[src/mac_handshake_regs.vh]
/*
 * Constants for the slave-side MAC handshake: link timing, state codes and
 * the values carried in the readiness report message.
 * Assumes a system clock of 125 MHz; all waits are counted in that clock.
 */
`ifndef MAC_HANDSHAKE_REGS_VH
`define MAC_HANDSHAKE_REGS_VH

// ----------------------------------------------------------------------
// Clock and timing
// ----------------------------------------------------------------------
`define CLK_PERIOD_NS 8
// Least request pulse width, in ns
`define REQ_PULSE_NS 1000
// Least pulse width in cycles, rounded up so the pulse never falls short
`define REQ_PULSE_CYC ((`REQ_PULSE_NS + `CLK_PERIOD_NS - 1) / `CLK_PERIOD_NS)
// Internal latency to re-enable the serial module after a request, in ns
`define PREP_NS 200
`define PREP_CYC ((`PREP_NS + `CLK_PERIOD_NS - 1) / `CLK_PERIOD_NS)
// Cycles the sense path needs to forget our own select drive
`define SETTLE_CYC 4
`define CNT_W 8

// ----------------------------------------------------------------------
// Readiness report contents, in whole microseconds
// ----------------------------------------------------------------------
// Ready time: pulse width + preparation + synchroniser lag, rounded up
`define READY_TIME_US 8'h02
// Resume time from power saving
`define RESUME_TIME_US 8'h0A

// ----------------------------------------------------------------------
// One-hot state codes
// ----------------------------------------------------------------------
`define ST_W 5
`define ST_IDLE 5'h01
`define ST_DISABLE 5'h02
`define ST_REQ 5'h04
`define ST_WAIT 5'h08
`define ST_SEL 5'h10

`endif

[src/mac_slave.v]
/*
 * Slave end of the serial link MAC handshake, with a mode 0 byte shifter.
 * Assumes: all link pins come from another clock domain and are sampled by
 * clk; the pad logic resolves the open-drain select line from its enable;
 * the user side lives on clk.
 */
// Overview of operation
// - Report ready time covering pulse width and internal latencies.
// - Every request pulse stays asserted at least one microsecond.
// - Resume time runs from waking select to transfer; slave reports it.
// - Five-wire slave requests only after sampling select high.
// - After a request, slave prepares and waits for master access.
// - On simultaneous five-wire start, slave still requests and then is selected.
// - With supply invalid, slave leaves all link lines undriven.
// - Four-wire slave disables its serial module before driving select.
// - Slave leaves request state by itself after the pulse width.
// - Until accessed after a request, slave stays deselected.
`timescale 1ns/1ps
`include "mac_handshake_regs.vh"

module mac_slave (
    // System
    input wire clk,
    input wire rstn,
    // Link pins
    input wire sel_n_in,
    input wire link_clk,
    input wire mosi,
    output reg miso,
    output reg miso_oe,
    output reg req_int,
    output reg sel_drv,
    output reg sel_drv_oe,
    // Supply and mode
    input wire supply_ok,
    input wire four_wire,
    input wire power_saving,
    // User side
    input wire service_req,
    input wire [7:0] tx_byte,
    output reg [7:0] rx_byte,
    output reg rx_valid,
    output reg req_done,
    output reg selected,
    output reg module_en,
    output reg asleep,
    output reg [7:0] readiness_report_msg_ready,
    output reg [7:0] readiness_report_msg_resume
);

// ----------------------------------------------------------------------
// Input synchronisers
// ----------------------------------------------------------------------
wire [3:0] raw_in = {supply_ok, mosi, link_clk, sel_n_in};
reg [3:0] sync1;
reg [3:0] sync2;
reg clk_d;
// Reset each stage to its pin's idle level: select high, link clock and data
// low, supply good; a link clock reset high would fake an edge after reset
localparam [3:0] sync_rst = 4'h9;

genvar g;
generate
    for (g = 0; g < 4; g = g + 1) begin : g_sync
        // Two flops per pin; only the second is read by logic
        always @(posedge clk) begin
            if (!rstn) begin
                sync1[g] <= sync_rst[g];
                sync2[g] <= sync_rst[g];
            end else begin
                sync1[g] <= raw_in[g];
                sync2[g] <= sync1[g];
            end
        end
    end
endgenerate

wire sel_hi = sync2[0];
wire sclk = sync2[1];
wire mosi_s = sync2[2];
wire pwr_s = sync2[3];
wire sclk_rise = sclk & ~clk_d;
wire sclk_fall = ~sclk & clk_d;

// ----------------------------------------------------------------------
// Handshake state machine and byte shifter
// ----------------------------------------------------------------------
reg [`ST_W-1:0] state;
reg [`CNT_W-1:0] cnt;
reg [7:0] tx_sh;
reg [7:0] rx_sh;
reg [2:0] bit_cnt;
reg seen_high;

// One-hot state codes
localparam [`ST_W-1:0] st_idle = `ST_IDLE;
localparam [`ST_W-1:0] st_disable = `ST_DISABLE;
localparam [`ST_W-1:0] st_req = `ST_REQ;
localparam [`ST_W-1:0] st_wait = `ST_WAIT;
localparam [`ST_W-1:0] st_sel = `ST_SEL;
// Counter loads; only the low bits reach the counter, cut on purpose
localparam [31:0] pulse_load = `REQ_PULSE_CYC - 1;
localparam [31:0] wait_load = `SETTLE_CYC + `PREP_CYC;
localparam [31:0] prep_lim = `PREP_CYC;

always @(posedge clk) begin
    if (!rstn) begin
        state <= st_idle;
        cnt <= 8'h00;
        clk_d <= 1'b0;
        tx_sh <= 8'h00;
        rx_sh <= 8'h00;
        bit_cnt <= 3'h0;
        seen_high <= 1'b0;
        miso <= 1'b0;
        miso_oe <= 1'b0;
        req_int <= 1'b0;
        sel_drv <= 1'b0;
        sel_drv_oe <= 1'b0;
        rx_byte <= 8'h00;
        rx_valid <= 1'b0;
        req_done <= 1'b0;
        selected <= 1'b0;
        module_en <= 1'b0;
        asleep <= 1'b0;
        readiness_report_msg_ready <= 8'h00;
        readiness_report_msg_resume <= 8'h00;
    end else begin
        clk_d <= sclk;
        rx_valid <= 1'b0;
        req_done <= 1'b0;
        asleep <= power_saving;
        // Reported times reach the message builder once out of reset
        readiness_report_msg_ready <= `READY_TIME_US;
        readiness_report_msg_resume <= `RESUME_TIME_US;
        if (!pwr_s) begin
            // Supply invalid: release every line we could drive
            state <= st_idle;
            miso_oe <= 1'b0;
            req_int <= 1'b0;
            sel_drv_oe <= 1'b0;
            module_en <= 1'b0;
            selected <= 1'b0;
        end else begin
            case (state)
                st_idle: begin
                    module_en <= 1'b1;
                    if (!sel_hi && module_en) begin
                        // Master access; first bit valid at select
                        state <= st_sel;
                        selected <= 1'b1;
                        miso_oe <= 1'b1;
                        miso <= tx_byte[7];
                        tx_sh <= {tx_byte[6:0], 1'b0};
                        bit_cnt <= 3'h0;
                    end else if (service_req && sel_hi) begin
                        if (four_wire) begin
                            // Drop the module first so we never select ourselves
                            module_en <= 1'b0;
                            state <= st_disable;
                        end else begin
                            req_int <= 1'b1;
                            cnt <= pulse_load[`CNT_W-1:0];
                            state <= st_req;
                        end
                    end
                end
                st_disable: begin
                    // Module now off; drive the shared select low
                    sel_drv <= 1'b0;
                    sel_drv_oe <= 1'b1;
                    cnt <= pulse_load[`CNT_W-1:0];
                    state <= st_req;
                end
                st_req: begin
                    // Master inputs are ignored here; the pulse ends on its own
                    if (cnt == 8'h00) begin
                        req_int <= 1'b0;
                        sel_drv_oe <= 1'b0;
                        req_done <= 1'b1;
                        seen_high <= 1'b0;
                        cnt <= wait_load[`CNT_W-1:0];
                        state <= st_wait;
                    end else begin
                        cnt <= cnt - 8'h01;
                    end
                end
                st_wait: begin
                    // Re-enable within the ready time, stay deselected until
                    // the master selects
                    miso_oe <= 1'b0;
                    if (cnt != 8'h00)
                        cnt <= cnt - 8'h01;
                    else
                        module_en <= 1'b1;
                    if (sel_hi)
                        seen_high <= 1'b1;
                    // Five-wire select seen low right after the pulse means a
                    // simultaneous master start
                    if (!sel_hi && (!four_wire || seen_high) && cnt <= prep_lim[`CNT_W-1:0]) begin
                        module_en <= 1'b1;
                        state <= st_sel;
                        selected <= 1'b1;
                        miso_oe <= 1'b1;
                        miso <= tx_byte[7];
                        tx_sh <= {tx_byte[6:0], 1'b0};
                        bit_cnt <= 3'h0;
                    end
                end
                st_sel: begin
                    if (sel_hi) begin
                        // Master released select after the clock stopped
                        state <= st_idle;
                        selected <= 1'b0;
                        miso_oe <= 1'b0;
                    end else begin
                        // Mode 0: sample on rise, shift out on fall
                        if (sclk_rise) begin
                            rx_sh <= {rx_sh[6:0], mosi_s};
                            bit_cnt <= bit_cnt + 3'h1;
                            if (bit_cnt == 3'h7) begin
                                rx_byte <= {rx_sh[6:0], mosi_s};
                                rx_valid <= 1'b1;
                                tx_sh <= tx_byte;
                            end
                        end
                        if (sclk_fall) begin
                            miso <= tx_sh[7];
                            tx_sh <= {tx_sh[6:0], 1'b0};
                        end
                    end
                end
                default: begin
                    state <= st_idle;
                end
            endcase
        end
    end
end

endmodule

[config.mk]
export PLATFORM = sky130hd
export DESIGN_NAME = mac_slave
export DESIGN_NICKNAME = d
export VERILOG_FILES = /design/src/mac_slave.v
export VERILOG_INCLUDE_DIRS = /design/src /design/src/src
export SDC_FILE = /design/constraint.sdc
export NUM_CORES = 1
export LEC_CHECK = 0
export BUFFER_PORTS_ARGS = -buffer_cell sky130_fd_sc_hd__buf_4
export CORE_UTILIZATION = 32
export DETAILED_ROUTE_END_ITERATION = 7
export PLACE_DENSITY = 0.57
export SETUP_SLACK_MARGIN = 0.15
export SYNTH_ARGS = -nofsm -noshare
export SYNTH_HDL_FRONTEND = slang
export SYNTH_SLANG_ARGS = --single-unit
[constraint.sdc]
create_clock -name clk -period 4.5 [get_ports clk]
set_clock_uncertainty 0.2 [all_clocks]
set_input_delay 0.225 -clock clk [delete_from_list [all_inputs] [get_ports clk]]
set_output_delay 0.225 -clock clk [all_outputs]
set_load 0.02 [all_outputs]
; Yosys cells after proc, flatten, opt, wreduce, memory -nomap -nowiden
; Cells that the tools add are included.
[classes]
add_sub_neg = 2
mul = 0
div = 0
n_lt_le_gt_ge = 1
n_eq_ne = 22
shifts = 0
n_mux = 54
n_bitwise = 9
reduce_logical = 31
[op_table]
columns = op, n
row1 = 8-bit 2-to-1 mux, 11
row2 = 8-bit one-hot mux with 4 select lines, 1
row3 = 5-bit 2-to-1 mux, 5
row4 = 5-bit one-hot mux with 5 select lines, 1
row5 = "2-bit != test, second input constant", 12
row6 = 8-bit one-hot mux with 3 select lines, 1
row7 = 1-bit 2-to-1 mux, 20
row8 = 6-bit AND reduction, 3
row9 = 4-bit AND reduction, 4
row10 = 3-bit 2-to-1 mux, 5
row11 = "3-bit != test, second input constant", 4
row12 = 5-bit AND reduction, 2
row13 = 1-bit one-hot mux with 3 select lines, 3
row14 = 3-bit one-hot mux with 3 select lines, 1
row15 = "8-bit by 5-bit <= comparator with 1-bit output, second input constant", 1
row16 = 8-bit zero test, 1
row17 = 1-bit one-hot mux with 2 select lines, 4
row18 = 2-bit nonzero test, 4
row19 = 8-bit nonzero test, 1
row20 = "8-bit by 1-bit subtractor with 8-bit output, second input constant", 1
row21 = 1-bit NOT, 7
row22 = 7-bit AND reduction, 1
row23 = 2-bit AND reduction, 3
row24 = 3-bit AND reduction, 2
row25 = other kinds (16), 21
[totals]
register_bits = 74
latchBits = 0
ram_bits = 0
rom_bits = 0
input_bits = 17
out_inout_bits = 34
word_cells = 146
n_memories = 0

; Longest topological paths before layout
; Gate-level depths: netlist of the first run.
[logic_depth]
ltp_word = 6
mapped_depth = 9
depth_no_buf = 7

; Least setup slack after synthesis of the first run
; Ideal clock, no wire load.
[synth_path]
kind = register -> register
startpoint = register cnt[0]
endpoint = register cnt[2]
setup_time_ns = 0.060
arrival_ns = 2.006
required_time_ns = 4.240
slack_ns = 2.233
stages_incl_launch_ff = 8
n_path_buf = 0
path_cell_list = dfxtp_1 inv_1 ha_1 or4b_1 or4_1 nand3_2 nand2b_1 o221a_1
[synth_between]
elab_chain_cells = 3
elab_cells_between_ends = 8
[synth_lines]
columns = item, line
row1 = "start, declared", mac_slave.v:89  ; reg [`CNT_W-1:0] cnt;
row2 = "start signal, assigned", mac_slave.v:163  ; cnt <= pulse_load[`CNT_W-1:0];
row3 = "start signal, assigned", mac_slave.v:172  ; cnt <= pulse_load[`CNT_W-1:0];
row4 = "start signal, assigned", mac_slave.v:182  ; cnt <= wait_load[`CNT_W-1:0];
row5 = 8-bit by 1-bit subtractor with 8-bit output (tied with other cells), "mac_slave.v:185, mac_slave.v:193"
row6 = 8-bit 2-to-1 mux (tied with other cells), mac_slave.v:192  ; if (cnt != 8'h00)
row7 = 8-bit one-hot mux with 4 select lines or 6-bit AND reduction (tied branches), -
; Parallel ways exist; a longest one is shown, timed or not. The select of a mux whose other input is x is not followed.
; A chain may end at the register's enable or synchronous reset.

; Worst setup path in the final report of the first run
[layout_path]
startpoint = register sync2[1] (netlist: sclk)
endpoint = register tx_sh[0]
[layout_between]
elab_chain_cells = 5
elab_cells_between_ends = 9
[layout_lines]
columns = item, line
row1 = "start, declared", mac_slave.v:56  ; reg [3:0] sync2;
row2 = "start signal, assigned by index", mac_slave.v:69  ; sync2[g] <= sync_rst[g];
row3 = "start signal, assigned by index", mac_slave.v:72  ; sync2[g] <= sync1[g];
row4 = 1-bit NOT, mac_slave.v:83  ; wire sclk_fall = ~sclk & clk_d;
row5 = 1-bit bitwise AND, mac_slave.v:83
row6 = 8-bit 2-to-1 mux, mac_slave.v:227  ; if (sclk_fall) begin
row7 = 8-bit 2-to-1 mux, mac_slave.v:211  ; if (sel_hi) begin
row8 = 8-bit one-hot mux with 3 select lines, mac_slave.v:145  ; case (state)
row9 = "end signal, assigned", mac_slave.v:154  ; tx_sh <= {tx_byte[6:0], 1'b0};
row10 = "end signal, assigned", mac_slave.v:224  ; tx_sh <= tx_byte;
row11 = "end signal, assigned", mac_slave.v:229  ; tx_sh <= {tx_sh[6:0], 1'b0};
row12 = "end, declared", mac_slave.v:90  ; reg [7:0] tx_sh;
; Parallel ways exist; a longest one is shown, timed or not. The select of a mux whose other input is x is not followed.

==> impl_metrics.env, run 1 <==
export IMPL_pwr_share_seq_pct=43.4
export IMPL_syn_area_per_cell_um2=8.485
export IMPL_p_sw_uw=445.7
export IMPL_holdWs_ns=0.04526
export IMPL_pwr_share_comb_pct=22.1
export IMPL_grt_pass1_vias=2441
export IMPL_area_growth_pct=16.97
export IMPL_drcViolationCount=0
export IMPL_start_util_pct=33.59
export IMPL_numPortBuffers=36
export IMPL_setup_violations=0
export IMPL_grt_usage_pct=14.83
export IMPL_busiest_layer="met2"
export IMPL_use_met1_pct=19.64
export IMPL_required_ns=4.56
export IMPL_grt_max_degree=35
export IMPL_post_dp_hpwl_um=4510
export IMPL_ys_warn_count=0
export IMPL_ys_seq_elements=59
export IMPL_status="complete, no violations"
export IMPL_syn_area_mm2=0.002987
export IMPL_drt_initial_drc_count=94
export IMPL_path_class="reg2reg"
export IMPL_critical_path_slowest_cell="or4_1"
export IMPL_ant_nets=0
export IMPL_syn_inst=352
export IMPL_wl_per_cell_um=13.48
export IMPL_hold_class="in2reg"
export IMPL_leakage_nw=1.338
export IMPL_dr_total_vias=2562
export IMPL_p_clk_share_pct=34.5
export IMPL_antenna_found_initial=0
export IMPL_cts_max_level=3
export IMPL_diodes=0
export IMPL_synth_edff_count=0
export IMPL_p_total_mw=1.387
export IMPL_cap_violations=0
export IMPL_clockRootBuffer="clkbuf_8"
export IMPL_core_area_mm2=0.008891
export IMPL_crit_family="compound AO/OA/AOI/OAI gates"
export IMPL_cp_arrival_ns=2.70
export IMPL_async_flop_share_pct=0
export IMPL_cts_made_buffers=9
export IMPL_clock_latency_ns=0.35
export IMPL_synthFlopType="dfxtp_1"
export IMPL_grt_use_met2_pct=22.59
export IMPL_place_gp_congestion=0.8075
export IMPL_worstPathMaxFanout=16
export IMPL_netSwitchingFraction_pct=32.14
export IMPL_p_per_area_mw_per_mm2=396.9
export IMPL_timing_fmax_mhz=378.3
export IMPL_grtUsageMet3_pct=4.468
export IMPL_final_nets=409
export IMPL_ys_types=58
export IMPL_path_cells="inv_1, ha_1, nor2_1, o311ai_0, o211ai_2, or4_1, a21oi_1"
export IMPL_hold_viol_final=0
export IMPL_overflow=0
export IMPL_clk_pin_slew_ns=0.07
export IMPL_drive_gt1_share_pct=17.90
export IMPL_ys_seq_area_share_pct=39.55
export IMPL_drt_pass1_iterations=4
export IMPL_crit_buf_inv=1
export IMPL_relSlewSlack_pct=49.77
export IMPL_setup_tns_ns=0
export IMPL_cts_sink_count=59
export IMPL_ir_drop_mv=0.1899
export IMPL_worst_slew_pin_slew_ns=0.7526
export IMPL_endpoint_kind="register"
export IMPL_startpoint_type="register"
export IMPL_intPower_uw=940.9
export IMPL_critical_path_max_stage_delay_ns=0.50
export IMPL_die_h_um=98.61
export IMPL_fin_crit_sh_pct=58.74
export IMPL_num_io_pins=51
export IMPL_wl_um=6728
export IMPL_cts_tree="yes"
export IMPL_grt_pass1_wl_um=11500
export IMPL_clockBufferDepth=2
export IMPL_drv_slew=0
export IMPL_fin_crit_ns=2.643
export IMPL_viasPerCell=5.134
export IMPL_dieArea_mm2=0.009724
export IMPL_num_rows=34
export IMPL_die_w_um=98.61
export IMPL_rsz0062_at_grt="false"
## cells in the mapped netlist (2+ instances only)
library cell  instances  area, um2
buf_2                 5      25.02
o211ai_1              2      15.01
nand2_1              33      123.9
or4_1                 5      37.54
a21oi_1              31      155.2
inv_1                12      45.04
nand3b_1              2      15.01
a31oi_1               2      12.51
buf_6                 3      33.78
o221a_1               3      33.78
nand2b_1              6      37.54
o21ai_1               6      30.03
nor2b_1               5      31.28
nand4_1               2      12.51
a32oi_1               3      26.28
nand3_1              20      100.1
clkbuf_1              8      30.03
and2_1                6      37.54
or2_2                 5      31.28
o21ai_0              24      120.1
nor2_1               24      90.09
nor3b_1               2      15.01
o31ai_1               3      22.52
or3_1                 3      18.77
ha_1                  6      75.07
nor3_1                9      45.04
buf_4                16      120.1
dfxtp_1              59       1181
mux2i_1              14      140.1
o21bai_1              3      22.52
or4b_1                3      30.03
## registers in the layout, summed over array words and instances (netlist names), 3 cells and up
name     cells
cnt          8
rx_byte      8
tx_sh        8
rx_sh        7
state        5
sync1        4
bit_cnt      3
## metal layers
| layer | part of all wire [%] | up-vias |
|---|---|---|
| met1 | 49 | 1184 |
| met5 | 0 | - |
| met3 | 5.2 | 7 |
| met2 | 44 | 85 |
| met4 | 1.3 | 0 |
| li1 | - | 1286 |
## cell type report
type | count | area (um2)
fill | 918 | 5398
multi-input combinational | 260 | 1592
sequential | 59 | 1181
timing repair buffer | 44 | 347.8
tap | 108 | 135.1
clock buffer | 9 | 123.9
clock inverter | 7 | 68.82
inverter | 12 | 45.04
## worst min-delay path, delay by kind of cell
kind | cells | cell delay [ns]
AOI/OAI and AO/OA | 2 | 0.13
buffers and inverters | 1 | 0.12
and+or+nand+nor | 1 | 0.08
## metrics by stage
stage / cell area (um2) / setup slack (ns) / util, % / instances
2_1_floorplan: 3035 / 2.233 / - / 365
3_3_place_gp: 3231 / 1.977 / 36.34 / 476
3_5_place_dp: 3231 / 1.885 / 36.34 / 476
4_1_cts: 3493 / 1.886 / 39.29 / 499
5_1_grt: 3493 / 1.613 / 39.29 / 499
6_report: 3493 / 1.857 / 39.29 / 499
## final timing paths
kind,to,slack (ns),start,depth (start not counted)
worst min register to register,sel_hi$_SDFF_PN1_,0.22,sync1[0]$_SDFF_PN1_,1
worst min-delay path,state[0]$_SDFFE_PN1P_,0.05,service_req,4
worst max-delay path,tx_sh[0]$_SDFFE_PN0P_,1.86,sclk$_SDFF_PN0_,7
worst max register to register,tx_sh[0]$_SDFFE_PN0P_,1.86,sclk$_SDFF_PN0_,7
## placed cells by master, fill, tap and decap left out, drive strengths merged, types with 6 or more instances in the layout
master	n
nor2	25
buf	37
nand3	21
dfxtp	59
inv	12
a21oi	31
o21ai	30
conb	14
ha	6
mux2i	14
nand2b	6
clkbuf	9
and2	7
nor3	9
nand2	33
dlygate4sd3	7
## timing repair
item,in CTS,in global routing
hold endpoints to repair,7,0
buffers inserted,0,0
hold buffers,7,0
resized for setup,0,0
## cell families after synthesis
logic type	synth area share, %
xor gates and xnor gates	0.2933
DFF	39.55
other	0.1256
muxes	4.692
and+or+nand+nor	24.26
adders and majority gates	2.514
AOI/OAI and AO/OA	19.61
buffers and inverters	8.965
## power by group through the flow
stage / registers, mW / clock network (mW) / logic (mW)
floorplan: 0.597 / 0 / 0.252
global placement: 0.612 / 0 / 0.298
detailed placement: 0.612 / 0 / 0.300
CTS: 0.601 / 0.493 / 0.307
global route: 0.608 / 0.519 / 0.343
finish: 0.601 / 0.479 / 0.307
Note: power is estimated with default switching activity, not from simulation.
==> inputs of run 2 (changes only) <==
ABC_AREA = 1   (was not set)
clock period = 2.6 ns   (was 4.5 ns; I/O delays follow)
==> run 2 against run 1 <==
First-iteration DRC count rose by 53%. Die area increased by 2.5%. Cell count is 24% higher. Combinational power grew to 4.5 times the previous value. Power grew to 2.6 times the previous value. Register-to-register slack worse by 1.3 ns. Sequential cell count stayed put. Critical endpoint is now cnt[6]$_SDFFE_PN0P_. Routed wire length fell by 4.7%. Non-clock buffer count grew 1. Synthesized area increased by 2.5%. Synthesized cell count up 26%. Largest cell class unchanged.
==> impl_metrics.env, run 2 <==
export IMPL_status="complete, no violations"
export IMPL_cts_max_level=3
export IMPL_yosys_area_top_type="dfxtp_1"
export IMPL_grt_usage_pct=13.77
export IMPL_startpoint_type="register"
export IMPL_final_nets=509
export IMPL_p_sw_mw=1.411
export IMPL_core_area_mm2=0.009240
export IMPL_ys_types=32
export IMPL_fillers=976
export IMPL_path_cells="inv_1, ha_1, nand3_1, nor2_2, nand2_1, nand2_1, nor2_2, nand2_1, nor2_1, nor2_1"
export IMPL_path_class="reg2reg"
export IMPL_setup_violations=0
export IMPL_antenna_found_initial=0
export IMPL_final_common_cell="nand2_1"
export IMPL_viasPerCell=4.421
export IMPL_stdcell_count=620
export IMPL_rsz0062_at_grt="false"
export IMPL_grt_pass1_vias=2390
export IMPL_clock_latency_ns=0.34
export IMPL_dr_total_vias=2741
export IMPL_post_dp_hpwl_um=4592
export IMPL_cts_tree="yes"
export IMPL_fin_crit_sh_pct=79.54
export IMPL_netSwitchingFraction_pct=39.71
export IMPL_post_cts_buffers=0
export IMPL_critical_path_max_stage_delay_ns=0.37
export IMPL_design_area_mm2=0.003636
export IMPL_grt_max_degree=41
export IMPL_die_w_um=99.82
export IMPL_numPortBuffers=36
export IMPL_num_io_pins=51
export IMPL_num_rows=35
export IMPL_fin_crit_ns=2.068
export IMPL_clockRootBuffer="clkbuf_8"
export IMPL_drive_gt1_share_pct=17.11
export IMPL_ys_warn_count=0
export IMPL_synth_common_cells="nand2_1 (101), nor2_1 (65), dfxtp_1 (59)"
export IMPL_intPower_mw=2.142
export IMPL_drcViolationCount=0
export IMPL_required_ns=2.63
export IMPL_cp_arrival_ns=2.10
export IMPL_pwr_share_seq_pct=35.5
export IMPL_largestRegisters="cnt x8, rx_byte x8, tx_sh x8"
export IMPL_diodes=0
export IMPL_cts_made_buffers=9
export IMPL_yosysMostFrequentCell="nand2_1"
export IMPL_dieArea_mm2=0.009963
export IMPL_syn_area_per_cell_um2=6.880
export IMPL_crit_buf_inv=1
export IMPL_hold_class="in2reg"
export IMPL_synthFlopType="dfxtp_1"
export IMPL_path_common_cell="nand2_1"
export IMPL_drt_initial_drc_count=144
export IMPL_cts_resized=0
export IMPL_syn_area_mm2=0.003062
export IMPL_clockBufferDepth=2
export IMPL_ys_seq_area_share_pct=38.58
export IMPL_p_clk_share_pct=25.2
export IMPL_cap_violations=0
export IMPL_cts_sink_count=59
export IMPL_worstPathMaxFanout=11
export IMPL_syn_inst=445
export IMPL_pwr_share_comb_pct=39.3
export IMPL_drt_pass1_iterations=6
export IMPL_place_area_mm2=0.003348
export IMPL_dp_cells=596
export IMPL_wl_um=6415
export IMPL_ant_nets=0
export IMPL_overflow=0
export IMPL_crit_family="simple AND/OR/NAND/NOR gates"
export IMPL_yosysTopAreaCellShare_pct=38.58
export IMPL_grt_pass1_wl_um=10850
export IMPL_area_growth_pct=18.76
export IMPL_p_total_mw=3.553
export IMPL_synth_edff_count=0
export IMPL_die_h_um=99.82
export IMPL_place_gp_congestion=0.8527
export IMPL_layout_common_cells="nand2_1 (101), nor2_1 (65), dfxtp_1 (59)"
export IMPL_synthTopCellsByArea="dfxtp_1 (39%), nand2_1 (12%), nor2_1 (8.0%), inv_1 (7.0%), o21ai_0 (5.7%)"
export IMPL_leakage_nw=1.806
export IMPL_wl_per_cell_um=10.35
export IMPL_p_per_area_mw_per_mm2=977.3
export IMPL_drv_slew=0
export IMPL_ys_seq_elements=59
export IMPL_ctsHoldBuffers=8
export IMPL_start_util_pct=33.13
export IMPL_hold_viol_final=0
export IMPL_async_flop_share_pct=0
export IMPL_critical_path_slowest_cell="dfxtp_1"
export IMPL_setup_tns_ns=0
export IMPL_clk_pin_slew_ns=0.07
export IMPL_endpoint_kind="register"
export IMPL_timing_fmax_mhz=483.5
export IMPL_ir_drop_mv=0.2828
==> run 2: cell types whose count changed in the layout (fill, tap and decap cells not counted), sizes merged, moves of 4 or more <==
cell    previous run  this run
o21ai             30        42
nand2b             6         0
inv               12        64
and2               7         0
nor3               9         4
a21oi             31        20
or3                4         0
or4b               4         0
nor2b              5         0
nor2              25        75
mux2i             14         0
nand2             33       105
or4                5         0
==> run 2: routing by layer <==
layer	GRT usage, %	vias to the layer above	share of wire, %
li1	-	1426	-
met1	17.65	1224	49
met2	21.91	83	45
met3	3.343	8	4.3
met4	6.222	0	1.5
met5	0	-	0
==> run 2: final timing paths <==
kind	startpoint	endpoint	slack (ns)	depth (start not counted)
max	cnt[0]$_SDFFE_PN0P_	cnt[6]$_SDFFE_PN0P_	0.53	10
min	tx_byte[3]	tx_sh[4]$_SDFFE_PN0P_	0.03	7
max reg2reg	cnt[0]$_SDFFE_PN0P_	cnt[6]$_SDFFE_PN0P_	0.53	10
min reg2reg	sync1[0]$_SDFF_PN1_	sel_hi$_SDFF_PN1_	0.21	1
==> run 2: layout make-up <==
cell class                 count  area, um2  area share (%)
clock buffer                  10      127.6           3.510
clock inverter                 6      80.08           2.202
inverter                      65      245.2           6.745
multi-input combinational    306       1483           40.78
sequential                    59       1181           32.48
tap                          129      161.4           4.439
timing repair buffer          45      357.8           9.842
==> run 2: worst register-to-register path: stages, from the launching register on <==
cell     delay (ns)
dfxtp_1        0.37
inv_1          0.10
ha_1           0.26
nand3_1        0.14
nor2_2         0.08
nand2_1        0.08
nand2_1        0.06
nor2_2         0.37
nand2_1        0.14
nor2_1         0.12
nor2_1         0.05
==> run 2: cell families after synthesis <==
logic type,Yosys count,share of synthesized area [%]
buffers and inverters,93,14.59
AOI/OAI and AO/OA,66,11.07
xor gates and xnor gates,3,0.8584
adders and majority gates,6,2.452
other,1,0.1225
and+or+nand+nor,217,32.32
DFF,59,38.58
==> run 2: power by group through the flow <==
stage | combinational [mW] | sequential, mW | clock, mW
after floorplan | 1.12 | 1.29 | 0
after global placement | 1.37 | 1.28 | 0
after detailed placement | 1.38 | 1.28 | 0
after CTS | 1.40 | 1.26 | 0.919
after global routing | 1.61 | 1.29 | 0.971
final | 1.39 | 1.26 | 0.896
==> run 2: per-stage QoR <==
step	worst slack [ns]	hold WS, ns	utilization, %
3_5_place_dp	0.5543	0.1168	36.24
3_3_place_gp	0.5961	0.1099	36.24
4_1_cts	0.5420	0.02832	39.35
5_1_grt	0.3667	0.07895	39.35
2_1_floorplan	0.8354	-0.04228	-
6_report	0.5318	0.03462	39.35
==> inputs of run 3 (changes only) <==
PLACE_DENSITY = 0.59   (was 0.57)
clock period = 1.9 ns   (was 2.6 ns; I/O delays follow)
==> run 3 against run 2 <==
Non-clock buffer count is 29 higher. Design area up 11%. First-iteration DRC count is 15% higher. Sequential power rose by 40%. Die area unchanged. Routed wire length grew 8.1%. Global-route usage grew 0.69 points. Power is 54% higher. Critical path type unchanged. Largest power group unchanged. Highest routed layer unchanged.
==> impl_metrics.env, run 3 (synthesis gave the netlist of run 2 again) <==
export IMPL_viasPerCell=4.374
export IMPL_startpoint_type="register"
export IMPL_status="complete, no violations"
export IMPL_drive_gt1_share_pct=27.83
export IMPL_required_ns=1.93
export IMPL_place_gp_congestion=0.8512
export IMPL_design_area_mm2=0.004049
export IMPL_crit_buf_inv=2
export IMPL_grt_pass1_wl_um=11610
export IMPL_numPortBuffers=36
export IMPL_cap_violations=0
export IMPL_final_nets=539
export IMPL_endpoint_kind="register"
export IMPL_critical_path_slowest_cell="dfxtp_2"
export IMPL_layout_common_cells="nand2_1 (94), nor2_1 (59), buf_4 (58)"
export IMPL_antenna_found_initial=0
export IMPL_grt_pass1_vias=2646
export IMPL_drcViolationCount=0
export IMPL_diodes=0
export IMPL_core_area_mm2=0.009240
export IMPL_rsz0062_at_grt="true"
export IMPL_worstPathMaxFanout=8
export IMPL_critical_path_max_stage_delay_ns=0.35
export IMPL_setup_tns_ns=0
export IMPL_hold_viol_final=0
export IMPL_p_clk_share_pct=24.1
export IMPL_clock_latency_ns=0.34
export IMPL_path_class="reg2reg"
export IMPL_area_growth_pct=32.24
export IMPL_drv_slew=0
export IMPL_p_per_area_mw_per_mm2=1349
export IMPL_drt_initial_drc_count=165
export IMPL_die_w_um=99.82
export IMPL_p_sw_mw=2.157
export IMPL_num_rows=35
export IMPL_grt_max_degree=26
export IMPL_post_dp_hpwl_um=4761
export IMPL_clk_pin_slew_ns=0.07
export IMPL_start_util_pct=33.13
export IMPL_pwr_share_comb_pct=43.8
export IMPL_hold_class="in2reg"
export IMPL_dp_cells=609
export IMPL_dieArea_mm2=0.009963
export IMPL_cts_sink_count=59
export IMPL_intPower_mw=3.306
export IMPL_cts_tree="yes"
export IMPL_dr_total_vias=2843
export IMPL_die_h_um=99.82
export IMPL_setup_violations=0
export IMPL_leakage_nw=1.966
export IMPL_timing_fmax_mhz=563.7
export IMPL_fillers=943
export IMPL_clockBufferDepth=2
export IMPL_overflow=0
export IMPL_path_cells="nor2_4, buf_4, nand3_4, nor2_8, nand3_4, buf_4, o21ai_0, a21oi_1"
export IMPL_ir_drop_mv=0.4602
export IMPL_ant_nets=0
export IMPL_final_common_cell="nand2_1"
export IMPL_place_area_mm2=0.003446
export IMPL_cp_arrival_ns=1.80
export IMPL_num_io_pins=51
export IMPL_wl_per_cell_um=10.67
export IMPL_clockRootBuffer="clkbuf_8"
export IMPL_fin_crit_ns=1.774
export IMPL_netSwitchingFraction_pct=39.48
export IMPL_stdcell_count=650
export IMPL_cts_max_level=3
export IMPL_cts_made_buffers=9
export IMPL_wl_um=6934
export IMPL_largestRegisters="cnt x8, rx_byte x8, tx_sh x8"
export IMPL_fin_crit_sh_pct=93.37
export IMPL_pwr_share_seq_pct=32.1
export IMPL_grt_usage_pct=14.46
export IMPL_drt_pass1_iterations=4
export IMPL_crit_family="simple AND/OR/NAND/NOR gates"
run 3: timing repair:
item,in CTS,in global routing
gates resized for setup,13,45
buffers inserted,4,9
endpoints found under the hold margin,27,0
gates cloned,0,1
hold buffers,11,0
pin swaps,3,10
endpoints found under the setup margin,38,43
run 3: cell type report:
type | count | area [um2] | area share [%]
Sequential cell | 59 | 1195 | 29.51
Clock buffer | 10 | 137.6 | 3.399
Multi-Input combinational cell | 307 | 1612 | 39.80
Timing Repair Buffer | 74 | 601.8 | 14.86
Clock inverter | 6 | 88.84 | 2.194
Tap cell | 129 | 161.4 | 3.986
Inverter | 65 | 252.7 | 6.242
run 3: worst paths after layout:
| path | from | to | slack (ns) | depth (start not counted) |
|---|---|---|---|---|
| max | state[1]$_SDFFE_PN0P_ | rx_sh[3]$_SDFFE_PN0P_ | 0.13 | 8 |
| min | tx_byte[7] | miso$_SDFFE_PN0P_ | 0.007 | 7 |
| min reg2reg | sync1[3]$_SDFF_PN1_ | pwr_s$_SDFF_PN1_ | 0.21 | 1 |
| max reg2reg | state[1]$_SDFFE_PN0P_ | rx_sh[3]$_SDFFE_PN0P_ | 0.13 | 8 |
run 3: through the flow:
stage / hold slack (ns) / total power, mW / utilization [%] / setup slack [ns]
floorplan: -0.07728 / 3.295 / - / 0.1594
global placement: 0.07552 / 3.652 / 37.29 / 0.06072
detailed placement: 0.08196 / 3.699 / 37.29 / 0.01030
CTS: 0.001725 / 5.171 / 41.67 / 0.1425
global route: 0.05209 / 5.873 / 43.82 / 0.04032
finish: 0.006609 / 5.464 / 43.82 / 0.1260
run 3: metal layers:
layer	routed length [um]	vias to the layer above	global-route usage, %
li1	-	1494	-
met1	3386	1279	18.46
met2	3200	60	23.93
met3	229	10	2.507
met4	117	0	6.335
met5	0	-	0
run 3: worst register-to-register path: stages, from the launching register on:
cell and delay [ns]:
dfxtp_2 0.35, nor2_4 0.12, buf_4 0.15, nand3_4 0.17, nor2_8 0.15, nand3_4 0.13, buf_4 0.20, o21ai_0 0.15
a21oi_1 0.05
run 3: power groups by stage:
stage          registers (mW)  clock network, mW  logic (mW)
2_1_floorplan            1.77                  0        1.53
3_3_place_gp             1.75                  0        1.90
3_5_place_dp             1.75                  0        1.95
4_1_cts                  1.73               1.34        2.10
5_1_grt                  1.79               1.40        2.68
6_report                 1.76               1.32        2.39
